[src/ltmc_pkg.sv]
// ltmc_pkg: constants and types of the lin transceiver mode controller
// assumes one 250 MHz clock and a byte-wide register port
package ltmc_pkg;

  // ----------------------------------------------------------------
  // register map
  // ----------------------------------------------------------------
  localparam logic [7:0] LTMC_CTRL_OFS   = 8'h21;
  localparam logic [7:0] LTMC_STAT_OFS   = 8'h24;
  localparam logic [7:0] LTMC_WAKE_OFS   = 8'h25;
  localparam logic [7:0] LTMC_CTRL_RST   = 8'h01;
  localparam logic [7:0] LTMC_STAT_RST   = 8'h00;
  localparam int         LTMC_MODE_LSB   = 0;
  localparam int         LTMC_TXTO_BIT   = 1;
  localparam int         LTMC_READY_BIT  = 0;
  localparam int         LTMC_WKEN_BIT   = 0;
  localparam int         LTMC_WKFL_BIT   = 1;
  localparam logic [1:0] LTMC_SEL_STBY   = 2'h1;
  localparam logic [1:0] LTMC_SEL_NORM   = 2'h2;

  // ----------------------------------------------------------------
  // timing
  // ----------------------------------------------------------------
  localparam int LTMC_CLK_MHZ   = 250;
  localparam int LTMC_TBUS_NS   = 30000;
  localparam int LTMC_TXTO_NS   = 20000;
  localparam int LTMC_TBUS_CYC  = (LTMC_TBUS_NS * LTMC_CLK_MHZ + 999) / 1000;
  localparam int LTMC_TXTO_CYC  = (LTMC_TXTO_NS * LTMC_CLK_MHZ + 999) / 1000;

  // ----------------------------------------------------------------
  // types
  // ----------------------------------------------------------------
  typedef enum logic [1:0] {
    LTMC_UNPOWERED,
    LTMC_STANDBY,
    LTMC_NORMAL
  } ltmc_state_t;

  typedef enum logic [1:0] {
    LTMC_W_IDLE,
    LTMC_W_TIMING,
    LTMC_W_ARMED
  } ltmc_wake_t;

  typedef struct packed {
    logic vs_above_pwron;
    logic vs_below_pwroff;
    logic vs_uv;
    logic vcc_uv;
    logic overtemp;
    logic chip_normal;
  } ltmc_supply_t;

endpackage

[src/ltmc_core.sv]
// ltmc_core: lin transceiver mode control, wake detection and status
// assumes all inputs synchronous to clock; bus comparators are analog side
//
// Our own choice: the address-and-strobe port.
`timescale 1ns/1ns
`default_nettype none

module ltmc_core
  import ltmc_pkg::*;
#(
  parameter int TBUS_CYC = LTMC_TBUS_CYC,
  parameter int TXTO_CYC = LTMC_TXTO_CYC
)
(
  input  wire logic         clock,
  input  wire logic         reset_n,
  input  wire logic [7:0]   reg_addr,
  input  wire logic [7:0]   reg_wdata,
  input  wire logic         reg_wr,
  input  wire logic         reg_rd,
  output logic      [7:0]   reg_rdata,
  input  wire ltmc_supply_t supply,
  input  wire logic         bus_below_prewake,
  input  wire logic         bus_rx_level,
  input  wire logic         txd_in,
  output logic              rxd_out,
  output logic              lin_drive_dominant,
  output logic              termination_en,
  output logic              strong_pullup_en,
  output logic              wake_rx_en,
  output logic              transceiver_normal
);

  // ----------------------------------------------------------------
  // parameter check
  // ----------------------------------------------------------------
  generate
    if (TBUS_CYC < 1 || TXTO_CYC < 1)
    begin : g_bad_param
      $error("ltmc_core: cycle counts must be at least one");
    end
  endgenerate

  // ----------------------------------------------------------------
  // registers and decode
  // ----------------------------------------------------------------
  logic [1:0]  lin_mode_select_q;
  logic        bus_wake_enable_q;
  logic        bus_wake_flag_q;
  logic        bus_wake_flag_d;
  logic        tx_timeout_flag_q;
  logic        transceiver_ready_flag_q;
  logic [7:0]  rdata_q;
  ltmc_state_t state_q;
  ltmc_state_t state_d;
  ltmc_wake_t  wake_q;
  ltmc_wake_t  wake_d;
  logic [31:0] wake_cnt_q;
  logic [31:0] txto_cnt_q;
  logic        pullup_q;

  wire wr_ctrl = reg_wr && (reg_addr == LTMC_CTRL_OFS);
  wire wr_wake = reg_wr && (reg_addr == LTMC_WAKE_OFS);
  wire rd_ctrl = reg_addr == LTMC_CTRL_OFS;
  wire rd_stat = reg_addr == LTMC_STAT_OFS;
  wire rd_wake = reg_addr == LTMC_WAKE_OFS;

  wire [7:0] ctrl_view = {6'h00, lin_mode_select_q};
  wire [7:0] stat_view = {6'h00, tx_timeout_flag_q,
                          transceiver_ready_flag_q};
  wire [7:0] wake_view = {6'h00, bus_wake_flag_q, bus_wake_enable_q};
  wire [7:0] rd_mux    = rd_ctrl ? ctrl_view :
                         rd_stat ? stat_view :
                         rd_wake ? wake_view : 8'h00;

  // software owns the select field; hardware only reads it
  always_ff @(posedge clock or negedge reset_n)
  begin
    if (!reset_n)
      lin_mode_select_q <= LTMC_CTRL_RST[1:0];
    else if (wr_ctrl)
      lin_mode_select_q <= reg_wdata[LTMC_MODE_LSB +: 2];
  end

  always_ff @(posedge clock or negedge reset_n)
  begin
    if (!reset_n)
      bus_wake_enable_q <= 1'b0;
    else if (wr_wake)
      bus_wake_enable_q <= reg_wdata[LTMC_WKEN_BIT];
  end

  always_ff @(posedge clock or negedge reset_n)
  begin
    if (!reset_n)
      rdata_q <= 8'h00;
    else if (reg_rd)
      rdata_q <= rd_mux;
    else
      rdata_q <= 8'h00;
  end

  assign reg_rdata = rdata_q;

  // ----------------------------------------------------------------
  // transceiver mode state machine
  // ----------------------------------------------------------------
  // only code 10 asks for normal; 00 and 11 read as standby
  wire sel_normal = lin_mode_select_q == LTMC_SEL_NORM;
  wire any_uv     = supply.vs_uv || supply.vcc_uv;
  wire go_normal  = supply.chip_normal && !any_uv && !supply.overtemp
                    && sel_normal;

  always_comb
  begin
    state_d = state_q;
    unique case (state_q)
      LTMC_UNPOWERED:
        if (supply.vs_above_pwron)
          state_d = LTMC_STANDBY;
      LTMC_STANDBY:
        if (supply.vs_below_pwroff)
          state_d = LTMC_UNPOWERED;
        else if (go_normal)
          state_d = LTMC_NORMAL;
      LTMC_NORMAL:
        if (!go_normal)
          state_d = LTMC_STANDBY;
      default:
        state_d = LTMC_STANDBY;
    endcase
  end

  // after power-on reset the first stop is unpowered, then standby
  always_ff @(posedge clock or negedge reset_n)
  begin
    if (!reset_n)
      state_q <= LTMC_UNPOWERED;
    else
      state_q <= state_d;
  end

  wire in_normal  = state_q == LTMC_NORMAL;
  wire in_standby = state_q == LTMC_STANDBY;

  // ----------------------------------------------------------------
  // bus wake detection
  // ----------------------------------------------------------------
  wire wake_allowed = in_standby && bus_wake_enable_q
                      && !supply.overtemp
                      && !supply.vs_uv;
  wire cnt_done     = wake_cnt_q >= 32'(TBUS_CYC - 1);
  wire wake_event   = (wake_q == LTMC_W_ARMED) && !bus_below_prewake
                      && wake_allowed;

  always_comb
  begin
    wake_d = wake_q;
    unique case (wake_q)
      LTMC_W_IDLE:
        if (wake_allowed && bus_below_prewake)
          wake_d = LTMC_W_TIMING;
      LTMC_W_TIMING:
        if (!wake_allowed || !bus_below_prewake)
          wake_d = LTMC_W_IDLE;
        else if (cnt_done)
          wake_d = LTMC_W_ARMED;
      LTMC_W_ARMED:
        if (!wake_allowed || !bus_below_prewake)
          wake_d = LTMC_W_IDLE;
      default:
        wake_d = LTMC_W_IDLE;
    endcase
  end

  always_ff @(posedge clock or negedge reset_n)
  begin
    if (!reset_n)
      wake_q <= LTMC_W_IDLE;
    else
      wake_q <= wake_d;
  end

  always_ff @(posedge clock or negedge reset_n)
  begin
    if (!reset_n)
      wake_cnt_q <= 32'h0000_0000;
    else if (wake_q == LTMC_W_TIMING && !cnt_done)
      wake_cnt_q <= wake_cnt_q + 32'h0000_0001;
    else if (wake_q != LTMC_W_TIMING)
      wake_cnt_q <= 32'h0000_0000;
  end

  // dominant longer than the filter time then release sets the flag
  wire wake_clr = wr_wake && reg_wdata[LTMC_WKFL_BIT];
  assign bus_wake_flag_d = wake_event ? 1'b1 :
                           wake_clr   ? 1'b0 :
                           bus_wake_flag_q;

  always_ff @(posedge clock or negedge reset_n)
  begin
    if (!reset_n)
      bus_wake_flag_q <= 1'b0;
    else
      bus_wake_flag_q <= bus_wake_flag_d;
  end

  // pull-up stays on until standby with the flag cleared and wake detection idle
  always_ff @(posedge clock or negedge reset_n)
  begin
    if (!reset_n)
      pullup_q <= 1'b0;
    else if (wake_allowed && bus_below_prewake)
      pullup_q <= 1'b1;
    else if (in_standby && !bus_wake_flag_q && wake_q == LTMC_W_IDLE)
      pullup_q <= 1'b0;
  end

  assign strong_pullup_en = pullup_q;
  assign wake_rx_en       = wake_q != LTMC_W_IDLE;

  // ----------------------------------------------------------------
  // transmit dominant time-out
  // ----------------------------------------------------------------
  wire txto_hit = txto_cnt_q >= 32'(TXTO_CYC - 1);

  always_ff @(posedge clock or negedge reset_n)
  begin
    if (!reset_n)
      txto_cnt_q <= 32'h0000_0000;
    else if (!in_normal || txd_in)
      txto_cnt_q <= 32'h0000_0000;
    else if (!txto_hit)
      txto_cnt_q <= txto_cnt_q + 32'h0000_0001;
  end

  // latched until the transmit input returns recessive or the state leaves normal
  always_ff @(posedge clock or negedge reset_n)
  begin
    if (!reset_n)
      tx_timeout_flag_q <= 1'b0;
    else if (!in_normal || txd_in)
      tx_timeout_flag_q <= 1'b0;
    else if (txto_hit)
      tx_timeout_flag_q <= 1'b1;
  end

  always_ff @(posedge clock or negedge reset_n)
  begin
    if (!reset_n)
      transceiver_ready_flag_q <= 1'b0;
    else
      transceiver_ready_flag_q <= in_normal && !tx_timeout_flag_q;
  end

  // ----------------------------------------------------------------
  // pin outputs
  // ----------------------------------------------------------------
  // bus communication only in normal
  assign lin_drive_dominant = in_normal && !tx_timeout_flag_q && !txd_in;
  assign termination_en     = in_normal;
  assign transceiver_normal = in_normal;

  // standby: receive output low flags a pending wake
  assign rxd_out = in_normal  ? bus_rx_level :
                   in_standby ? !bus_wake_flag_q : 1'b1;

endmodule

`default_nettype wire

[config.mk]
export PLATFORM = sky130hd
export DESIGN_NAME = ltmc_core
export DESIGN_NICKNAME = d
export VERILOG_FILES = /design/src/ltmc_pkg.sv /design/src/ltmc_core.sv
export SDC_FILE = /design/constraint.sdc
export NUM_CORES = 1
export LEC_CHECK = 0
export BUFFER_PORTS_ARGS = -buffer_cell sky130_fd_sc_hd__buf_2
export CORE_MARGIN = 2
export CORE_UTILIZATION = 37
export DETAILED_ROUTE_END_ITERATION = 7
export HOLD_SLACK_MARGIN = 0.03
export REMOVE_ABC_BUFFERS = 1
export SYNTH_ARGS = -nofsm -noshare
export SYNTH_HDL_FRONTEND = slang
export SYNTH_SLANG_ARGS = --single-unit
export TNS_END_PERCENT = 100
[constraint.sdc]
create_clock -name clock -period 2.2 [get_ports clock]
set_input_delay 0.11 -clock clock [delete_from_list [all_inputs] [get_ports clock]]
set_output_delay 0.11 -clock clock [all_outputs]
set_load 0.02 [all_outputs]
==> results.cfg, run 1 <==
[global_routing]
use_met3_pct = 3.760
met2_usage_pct = 20.27
grt_use_total_pct = 13.63
overflow = 0
grt_busiest_layer = met2
grt_pass1_wl_mm = 10.89
grt_pass1_vias = 2290
grt_max_degree = 43
antenna_found_initial = 0
met1_usage_pct = 19.34

[cts]
cts_tree = built
postCtsSetupRepairBufs = 0
clk-insertion-delay-late_ns = 0.34
cts_made_buffers = 9
clock_sinks = 77
clk_pin_slew_ns = 0.07
h-tree-depth = 3
cts_root_buf = clkbuf_8
cts.path.max_buffers = 2

[worst_setup_path]
cp_slowest_cell = or4_1
worst_ep_required_time_ns = 2.46
cp.arrival_ns = 2.27
startpoint_type = register
critPathMaxStageDelay_ns = 0.46
critPathKind = reg2reg
crit_family = simple AND/OR/NAND/NOR gates
crit_buf_inv = 1
worstPathCellList = nor4_1 > nand3_1 > a211o_1 > buf_12 > or4_1 > a21oi_1
worst-path-max-fanout = 26
crit_path_end_kind = register

[layout]
fin_nets = 401
diodes = 0
fin_cells = 485
final_cell_mix = dfrtp_1 (76), and2_1 (37), buf_2 (29)
area_delta_synth_final_pct = 17.45
drive_above_1_share_pct = 19.79
final_common_cell = dfrtp_1
fillers = 876

[die]
die-area_mm2 = 0.01001
start_util_pct = 37.46
die_y_um = 100.0
die_w_um = 100.0
placementRows = 35
core_mm2 = 0.009109
pin_count = 43

[sta]
worstMarginPinSlew_ns = 0.5623
max-slew-margin-rel_pct = 62.51
setup_viol_count_final = 0
final.min_clock_period_ns = 2.016
max_freq_mhz = 496.0
skew_ns = 0.005811
fin_crit_sh_pct = 91.65
grt_setup_unrepaired = false
finalHoldViolCount = 0
setup_tns_ns = 0
finalMaxSlewViolations = 0

[place]
post-place-cells = 464
gp_congestion = 0.8402
dpl.hpwl_mm = 4.349
port_buffers = 30

[drt]
drt-vias-per-instance = 5.118
drtPass1Iterations = 4
ant_nets = 0
drt_wl_total_mm = 6.311
drc = 0
drt_iter0_markers = 75
vias = 2482
avgRoutedWirePerCell_um = 13.01

[synth]
netlist_area_mm2 = 0.003412
synth-seq-cells = 77
yosys_warnings = 0
syn_avg_cell_area_um2 = 10.56
ys.flop_type = dfrtp_1
synth_edf_count = 0
synth_seq_area_share_pct = 56.51
async_reset_ff_share_pct = 100.0
postSynthCellCount = 323
synthDistinctLibCells = 43

[hold_path]
hold_class = in2reg

[run_status]
run_status = complete, no violations

[pwr]
ir_drop_uv = 285.7
leakage_nw = 1.896
powerDensity_mw_per_mm2 = 635.4
power.internal_mw = 2.018
netSwitchingFraction_pct = 20.75
p_switching_uw = 528.3
power.total_mw = 2.546
seq_power_share_pct = 56.0
clkPwrFrac_pct = 40.2
pwr-share-comb_pct = 3.8

[run]
cap_violations = 0
per-layer routing:
| metal | vias up | routed length, um | share of wire (%) |
|---|---|---|---|
| li1 | 1229 | - | - |
| met5 | - | 0 | 0 |
| met4 | 0 | 111 | 1.8 |
| met2 | 26 | 2918 | 46 |
| met1 | 1214 | 3121 | 49 |
| met3 | 13 | 160 | 2.5 |
power groups by stage:
| stage | clock [mW] | combinational (mW) | sequential, mW |
|---|---|---|---|
| finish | 1.02 | 0.0973 | 1.43 |
| global route | 1.11 | 0.111 | 1.43 |
| CTS | 1.06 | 0.100 | 1.43 |
| detailed placement | 0 | 0.0915 | 1.45 |
| global placement | 0 | 0.0904 | 1.45 |
| floorplan | 0 | 0.0296 | 1.45 |
sequential cells by signal (all words and copies together) (netlist names):
signal                    flops
transceiver_ready_flag_q      1
wake_cnt_q                   32
state_q                       2
strong_pullup_en              1
lin_mode_select_q             2
tx_timeout_flag_q             1
reg_rdata                     2
wake_q                        2
bus_wake_enable_q             1
bus_wake_flag_q               1
txto_cnt_q                   32
Yosys cell counts, types with 2 or more instances:
cell | instances | area [um^2]
nand4_1 | 8 | 50.05
clkbuf_1 | 11 | 41.29
a21oi_1 | 17 | 85.08
and3_1 | 5 | 31.28
nand2_1 | 21 | 78.83
nor2_1 | 20 | 75.07
nor2b_1 | 3 | 18.77
nand2b_1 | 5 | 31.28
nor3_1 | 7 | 35.03
inv_1 | 6 | 22.52
buf_4 | 8 | 60.06
or2_2 | 3 | 18.77
or4_1 | 11 | 82.58
ha_1 | 2 | 25.02
o21ai_0 | 10 | 50.05
nor4_1 | 11 | 68.82
o211ai_1 | 4 | 30.03
and4_1 | 2 | 17.52
o31ai_1 | 9 | 67.56
a22oi_1 | 2 | 15.01
xnor2_1 | 7 | 61.31
or3_1 | 2 | 12.51
dfrtp_1 | 76 | 1902
and2_1 | 37 | 231.5
mux2_2 | 5 | 56.30
nor4_2 | 2 | 25.02
nand3_1 | 13 | 65.06
per-stage QoR:
step	instance area (um^2)	utilization, %	hold WS [ns]	worst slack (ns)
global placement	3751	41.18	0.1438	0.1989
floorplan	3329	-	-0.1856	0.1811
finish	4008	44.00	0.05660	0.1837
global route	4008	44.00	0.04627	0.02991
detailed placement	3751	41.18	0.1441	0.1766
CTS	4008	44.00	0.03274	0.1585
final timing paths:
check	cells after the start	slack, ns	startpoint	to
worst max-delay path	6	0.18	wake_cnt_q[16]	wake_cnt_q[6]
worst min-delay path	3	0.06	supply[4]	state_q[1]
worst max register to register	6	0.18	wake_cnt_q[16]	wake_cnt_q[6]
worst min register to register	1	0.47	wake_cnt_q[12]	wake_cnt_q[12]
max in group asynchronous	3	1.31	reset_n	txto_cnt_q[8]
min in group asynchronous	2	0.29	reset_n	wake_cnt_q[16]
timing repair:
item | CTS | global route
gates resized for setup | 0 | 0
hold buffers | 6 | 0
hold endpoints to repair | 47 | 0
layout make-up:
cell class	count	area [um^2]	share of cell area, %
sequential	77	1928	48.11
multi-input combinational	226	1379	34.41
timing repair buffer	50	342.8	8.554
clock buffer	15	196.4	4.902
tap	111	138.9	3.465
inverter	6	22.52	0.5620
worst register-to-register path, stage by stage, from the launching register on:
cell and delay [ns]:
dfrtp_1 0.38, nor4_1 0.32, nand3_1 0.12, a211o_1 0.32, buf_12 0.17, or4_1 0.46, a21oi_1 0.17
logic make-up after synthesis:
group	Yosys count	share of synthesized area [%]
AOI/OAI and AO/OA	48	8.654
xor gates and xnor gates	7	1.797
adders and majority gates	2	0.7333
buffers and inverters	25	3.630
DFF	77	56.51
muxes	6	1.943
other	1	0.1099
and+or+nand+nor	157	26.62
Power figures use the tool's default switching activity.
==> run 2, diff against run 1 <==
--- a/config.mk
+++ b/config.mk
@@ -6,10 +6,13 @@
 export NUM_CORES = 1
 export LEC_CHECK = 0
 export BUFFER_PORTS_ARGS = -buffer_cell sky130_fd_sc_hd__buf_2
+export CELL_PAD_IN_SITES_DETAIL_PLACEMENT = 0
+export CELL_PAD_IN_SITES_GLOBAL_PLACEMENT = 1
 export CORE_MARGIN = 2
 export CORE_UTILIZATION = 37
 export DETAILED_ROUTE_END_ITERATION = 7
 export HOLD_SLACK_MARGIN = 0.03
+export PLACE_DENSITY_LB_ADDON = 0.1
 export REMOVE_ABC_BUFFERS = 1
 export SYNTH_ARGS = -nofsm -noshare
 export SYNTH_HDL_FRONTEND = slang
==> constraint.sdc (replaced) <==
create_clock -name clock -period 2.2 [get_ports clock]
set_input_delay 0.22 -clock clock [delete_from_list [all_inputs] [get_ports clock]]
set_output_delay 0.22 -clock clock [all_outputs]
set_load 0.02 [all_outputs]
==> run 2 against run 1 <==
- setup slack lost 0.026 ns
- sequential cell count is the same
- via count is 2.1% lower
- core utilization is 0.56 points lower
- die area is the same
- register-to-register slack worse by 0.03 ns
- clock-buffer cell count down 6
- power is 0.14% higher
- final cell count fell by 1.0%
- critical path depth down 1
- sequential power is essentially flat
==> results.cfg, run 2 (synthesized netlist as in run 1, its figures left out) <==
[run_status]
run_status = complete, no violations

[cts]
clock_sinks = 77
cts_root_buf = clkbuf_8
clk-insertion-delay-late_ns = 0.34
h-tree-depth = 3
cts_tree = built
clk_pin_slew_ns = 0.08
cts_made_buffers = 9
cts.path.max_buffers = 2

[pwr]
leakage_nw = 1.869
pwr-share-comb_pct = 3.5
clkPwrFrac_pct = 40.6
p_switching_uw = 580.4
power.internal_mw = 1.969
powerDensity_mw_per_mm2 = 644.5
netSwitchingFraction_pct = 22.76
ir_drop_uv = 337.5
seq_power_share_pct = 55.9

[drt]
drc = 0
vias = 2430
drt_wl_total_mm = 6.706
drt_iter0_markers = 95
ant_nets = 0
drt-vias-per-instance = 5.063
drtPass1Iterations = 4
avgRoutedWirePerCell_um = 13.97

[worst_setup_path]
worst_ep_required_time_ns = 2.48
cp_slowest_cell = or4_4
crit_family = simple AND/OR/NAND/NOR gates
crit_buf_inv = 0
startpoint_type = register
worstPathCellList = nor4_2 > nand4_2 > or4_4 > or4_1 > nand2_1
critPathMaxStageDelay_ns = 0.57
critPathKind = reg2reg
crit_path_end_kind = register
worst-path-max-fanout = 3
cp.arrival_ns = 2.32

[layout]
area_delta_synth_final_pct = 15.95
final_cell_mix = dfrtp_1 (76), and2_1 (37), buf_2 (29)
final_common_cell = dfrtp_1
fin_nets = 396
fillers = 908
fin_area_mm2 = 0.003956
top_regs = txto_cnt_q: 32 flops, wake_cnt_q: 32 flops
drive_above_1_share_pct = 20.60
diodes = 0

[global_routing]
grt_pass1_wl_mm = 11.79
overflow = 0
grt_pass1_vias = 2492
antenna_found_initial = 0
grt_use_total_pct = 14.74
grt_max_degree = 48

[place]
dpl.hpwl_mm = 4.533
port_buffers = 30
gp_congestion = 0.7680
pre_cts_slack_ns = 0.1482
place_area_mm2 = 0.003751

[sta]
setup_viol_count_final = 0
final.min_clock_period_ns = 2.042
layout_setup_ws_ns = 0.1578
setup_tns_ns = 0
finalMaxSlewViolations = 0
max_freq_mhz = 489.7
finalHoldViolCount = 0
fin_crit_sh_pct = 92.83
skew_ns = 0.008176
grt_setup_unrepaired = false

[die]
die-area_mm2 = 0.01001
core_mm2 = 0.009109
pin_count = 43
start_util_pct = 37.46
placementRows = 35
die_w_um = 100.0
die_y_um = 100.0

[hold_path]
hold_class = in2reg

[run]
cap_violations = 0
[run 2: cell type report]
type / instances / area [um^2] / share of cell area (%)
flip-flops and latches: 77 / 1928 / 48.74
multi-input cells: 226 / 1385 / 35.01
clock buffers: 9 / 123.9 / 3.131
well taps: 111 / 138.9 / 3.510
clock inverters: 6 / 65.06 / 1.645
repair buffers: 45 / 292.8 / 7.400
inverters: 6 / 22.52 / 0.5693
[run 2: metrics by stage]
step / hold WS, ns / instances / utilization [%] / total power [mW]
after floorplan: -0.07559 / 309 / - / 1.483
after global placement: 0.1937 / 464 / 41.18 / 1.544
after detailed placement: 0.1932 / 464 / 41.18 / 1.546
after CTS: 0.05333 / 480 / 43.37 / 2.598
after global routing: 0.05298 / 480 / 43.43 / 2.675
final: 0.06909 / 480 / 43.43 / 2.550
[run 2: per-layer routing]
| layer | up-vias | wire [um] | global-route usage, % |
|---|---|---|---|
| met5 | - | 0 | 0 |
| met4 | 0 | 100 | 6.006 |
| met3 | 10 | 174 | 2.925 |
| met2 | 29 | 2987 | 22.71 |
| met1 | 1173 | 3443 | 20.50 |
| li1 | 1218 | - | - |
[run 2: power groups by stage]
stage | clock [mW] | sequential [mW] | combinational [mW]
after detailed placement | 0 | 1.45 | 0.0921
after global routing | 1.15 | 1.43 | 0.103
final | 1.04 | 1.43 | 0.0892
after CTS | 1.08 | 1.43 | 0.0935
after floorplan | 0 | 1.45 | 0.0296
after global placement | 0 | 1.45 | 0.0904
[run 2: what timing repair did]
action / 4_1_cts / 5_1_grt
gates resized for setup: 0 / 1
setup endpoints to repair: 0 / 1
buffers inserted: 0 / 0
hold endpoints to repair: 29 / 0
hold buffers: 1 / 0
[run 2: worst reg2reg max path, delay by kind of cell (launching register included)]
| kind | cells | cell delay (ns) |
|---|---|---|
| simple gates | 5 | 1.59 |
| flops | 1 | 0.40 |
[run 2: path summary, 6_finish.rpt]
check,from,endpoint,slack (ns),depth (start not counted)
max reg2reg,txto_cnt_q[27],txto_cnt_q[5],0.16,5
max,txto_cnt_q[27],txto_cnt_q[5],0.16,5
max in group asynchronous,reset_n,txto_cnt_q[29],1.27,3
min,bus_below_prewake,bus_wake_flag_q,0.07,2
min reg2reg,wake_cnt_q[12],wake_cnt_q[12],0.47,1
min in group asynchronous,reset_n,wake_cnt_q[3],0.35,2
==> run 3, diff against run 2 <==
--- a/config.mk
+++ b/config.mk
@@ -5,9 +5,11 @@
 export SDC_FILE = /design/constraint.sdc
 export NUM_CORES = 1
 export LEC_CHECK = 0
+export ABC_AREA = 1
 export BUFFER_PORTS_ARGS = -buffer_cell sky130_fd_sc_hd__buf_2
 export CELL_PAD_IN_SITES_DETAIL_PLACEMENT = 0
 export CELL_PAD_IN_SITES_GLOBAL_PLACEMENT = 1
+export CORE_ASPECT_RATIO = 0.75
 export CORE_MARGIN = 2
 export CORE_UTILIZATION = 37
 export DETAILED_ROUTE_END_ITERATION = 7
==> run 3 against run 2 <==
- sequential cell count is the same
- core utilization is essentially flat
- combinational power grew 120%
- power grew 19%
- largest power group unchanged
- critical path type is now reg2out
==> results.cfg, run 3 <==
[worst_setup_path]
cp_slowest_cell = dfrtp_1
crit_path_end_kind = output port
crit_buf_inv = 3
cp.arrival_ns = 1.75
crit_family = simple AND/OR/NAND/NOR gates
worst_ep_required_time_ns = 1.98
startpoint_type = register
critPathKind = reg2out
critPathMaxStageDelay_ns = 0.42
worstPathCellList = nor2_4 > inv_2 > nor2_8 > inv_2 > nor2_2 > buf_2
worst-path-max-fanout = 19
crit_path_frequent_cell = inv_2

[synth]
yosys_warnings = 0
synthDistinctLibCells = 35
synthTopCellsByCount = nand2_1 (86), dfrtp_1 (76), inv_1 (67), nor2_1 (58), nand3_1 (50)
netlist_area_mm2 = 0.003981
async_reset_ff_share_pct = 100.0
synth_edf_count = 0
yosysMostFrequentCell = nand2_1
synth_top_area_share_pct = 47.77
yosys.area.top_type = dfrtp_1
synth_seq_area_share_pct = 48.43
syn_avg_cell_area_um2 = 8.471
synth-seq-cells = 77
synthTopCellsByArea = dfrtp_1 (48%), nand2_1 (8.1%), inv_1 (6.3%)
postSynthCellCount = 470
ys.flop_type = dfrtp_1

[layout]
final_common_cell = nand2_1
area_delta_synth_final_pct = 13.14
post-route-util_pct = 43.44
top_regs = txto_cnt_q: 32 flops, wake_cnt_q: 32 flops
fin_nets = 537
final_cell_mix = nand2_1 (86), dfrtp_1 (76), inv_1 (67)
drive_above_1_share_pct = 19.57
diodes = 0

[cts]
h-tree-depth = 3
clock_sinks = 77
cts_resized = 0
clk-insertion-delay-late_ns = 0.33
cts.path.max_buffers = 2
cts_tree = built
cts_made_buffers = 9
ctsHoldBuffers = 1
cts_root_buf = clkbuf_16
clk_pin_slew_ns = 0.06
postCtsSetupRepairBufs = 0

[global_routing]
met1_usage_pct = 22.23
grt_busiest_layer = met1
use_met3_pct = 4.308
grt_use_total_pct = 14.99
grt_pass1_vias = 2795
overflow = 0
grt_max_degree = 57
antenna_found_initial = 0
met2_usage_pct = 20.97
grt_pass1_wl_mm = 13.42

[hold_path]
hold_class = in2reg

[place]
dpl.hpwl_mm = 5.511
port_buffers = 30
pre_cts_slack_ns = 0.4083
gp_congestion = 0.7337

[sta]
fin_crit_sh_pct = 89.45
setup_viol_count_final = 0
max-slew-margin-rel_pct = 52.28
skew_ns = 0.005610
max_freq_mhz = 508.2
setup_tns_ns = 0
finalHoldViolCount = 0
final.min_clock_period_ns = 1.968
worstMarginPinSlew_ns = 0.7158
layout_setup_ws_ns = 0.2322
finalMaxSlewViolations = 0
grt_setup_unrepaired = false

[run]
cap_violations = 0

[die]
placementRows = 32
die-area_mm2 = 0.01161
die_y_um = 93.84
die_w_um = 123.8
core_mm2 = 0.01037
pin_count = 43
start_util_pct = 38.39

[drt]
drt-vias-per-instance = 4.529
avgRoutedWirePerCell_um = 11.93
drt_wl_total_mm = 7.720
drt_iter0_markers = 120
vias = 2930
drc = 0
drtPass1Iterations = 5
ant_nets = 0

[pwr]
leakage_nw = 2.122
ir_drop_uv = 426.7
powerDensity_mw_per_mm2 = 671.2

[run_status]
run_status = complete, no violations
run 3: changes by cell type after synthesis, sizes merged, moves of 9 or more:
cell    before  now
nand2       21   91
nor2        20   88
inv          6   72
nand3       13   52
and2        38    0
xor2         0   14
a21oi       17    5
or4         12    0
clkbuf      11    0
nor4        13    2
o21ai       10   19
o31ai        9    0
run 3: where the power goes:
part / total, mW / switching (mW) / internal (mW)
sequential: 1.46 / 0.0214 / 1.44
clock: 1.36 / 0.567 / 0.796
combinational: 0.197 / 0.139 / 0.0587
run 3: layout make-up:
class                           count  area (um^2)
Multi-Input combinational cell    309         1654
Clock inverter                      5        35.03
Inverter                           73        274.0
Clock buffer                       11        242.7
Fill cell                        1040         5866
Tap cell                          136        170.2
Timing Repair Buffer               36        200.2
Sequential cell                    77         1928
run 3: metal layers:
metal  up-vias  wire (um)
li1       1527          -
met1      1346       4135
met2        49       3131
met3         8        376
met4         0         75
met5         -          0
run 3: metrics by stage:
stage	instance area (um^2)	std cells	hold WS, ns	total power, mW
global placement	4217	630	0.3358	1.689
finish	4504	647	0.09606	3.023
global route	4504	647	0.08996	3.185
CTS	4504	647	0.08933	3.083
detailed placement	4217	630	0.3355	1.691
floorplan	3856	459	-0.07559	1.590
run 3: worst paths after layout:
check	from	end	slack (ns)	cells after the start
min reg2reg	wake_cnt_q[24]	wake_cnt_q[24]	0.49	2
max reg2reg	wake_cnt_q[0]	wake_cnt_q[2]	0.42	8
max in group asynchronous	reset_n	txto_cnt_q[22]	1.06	3
min in group asynchronous	reset_n	wake_cnt_q[26]	0.49	2
min	supply[4]	state_q[1]	0.1	2
max	state_q[0]	lin_drive_dominant	0.23	6
run 3: logic make-up after synthesis:
group                    synth area share [%]
AO/OA/AOI/OAI                           3.929
XOR/XNOR                                3.960
adder cells (fa/ha/maj)                0.6284
buffers and inverters                   10.50
flip-flops                              48.43
other                                 0.09419
AND/OR/NAND/NOR                         32.46
run 3: worst register-to-register path: stages, from the launching register on:
cell and delay [ns]:
dfrtp_1 0.40, ha_1 0.26, nand2_1 0.08, nand3_1 0.07
nand2_1 0.06, nand2_1 0.06, nand2_2 0.07, nand4_2 0.36
o21ai_0 0.32
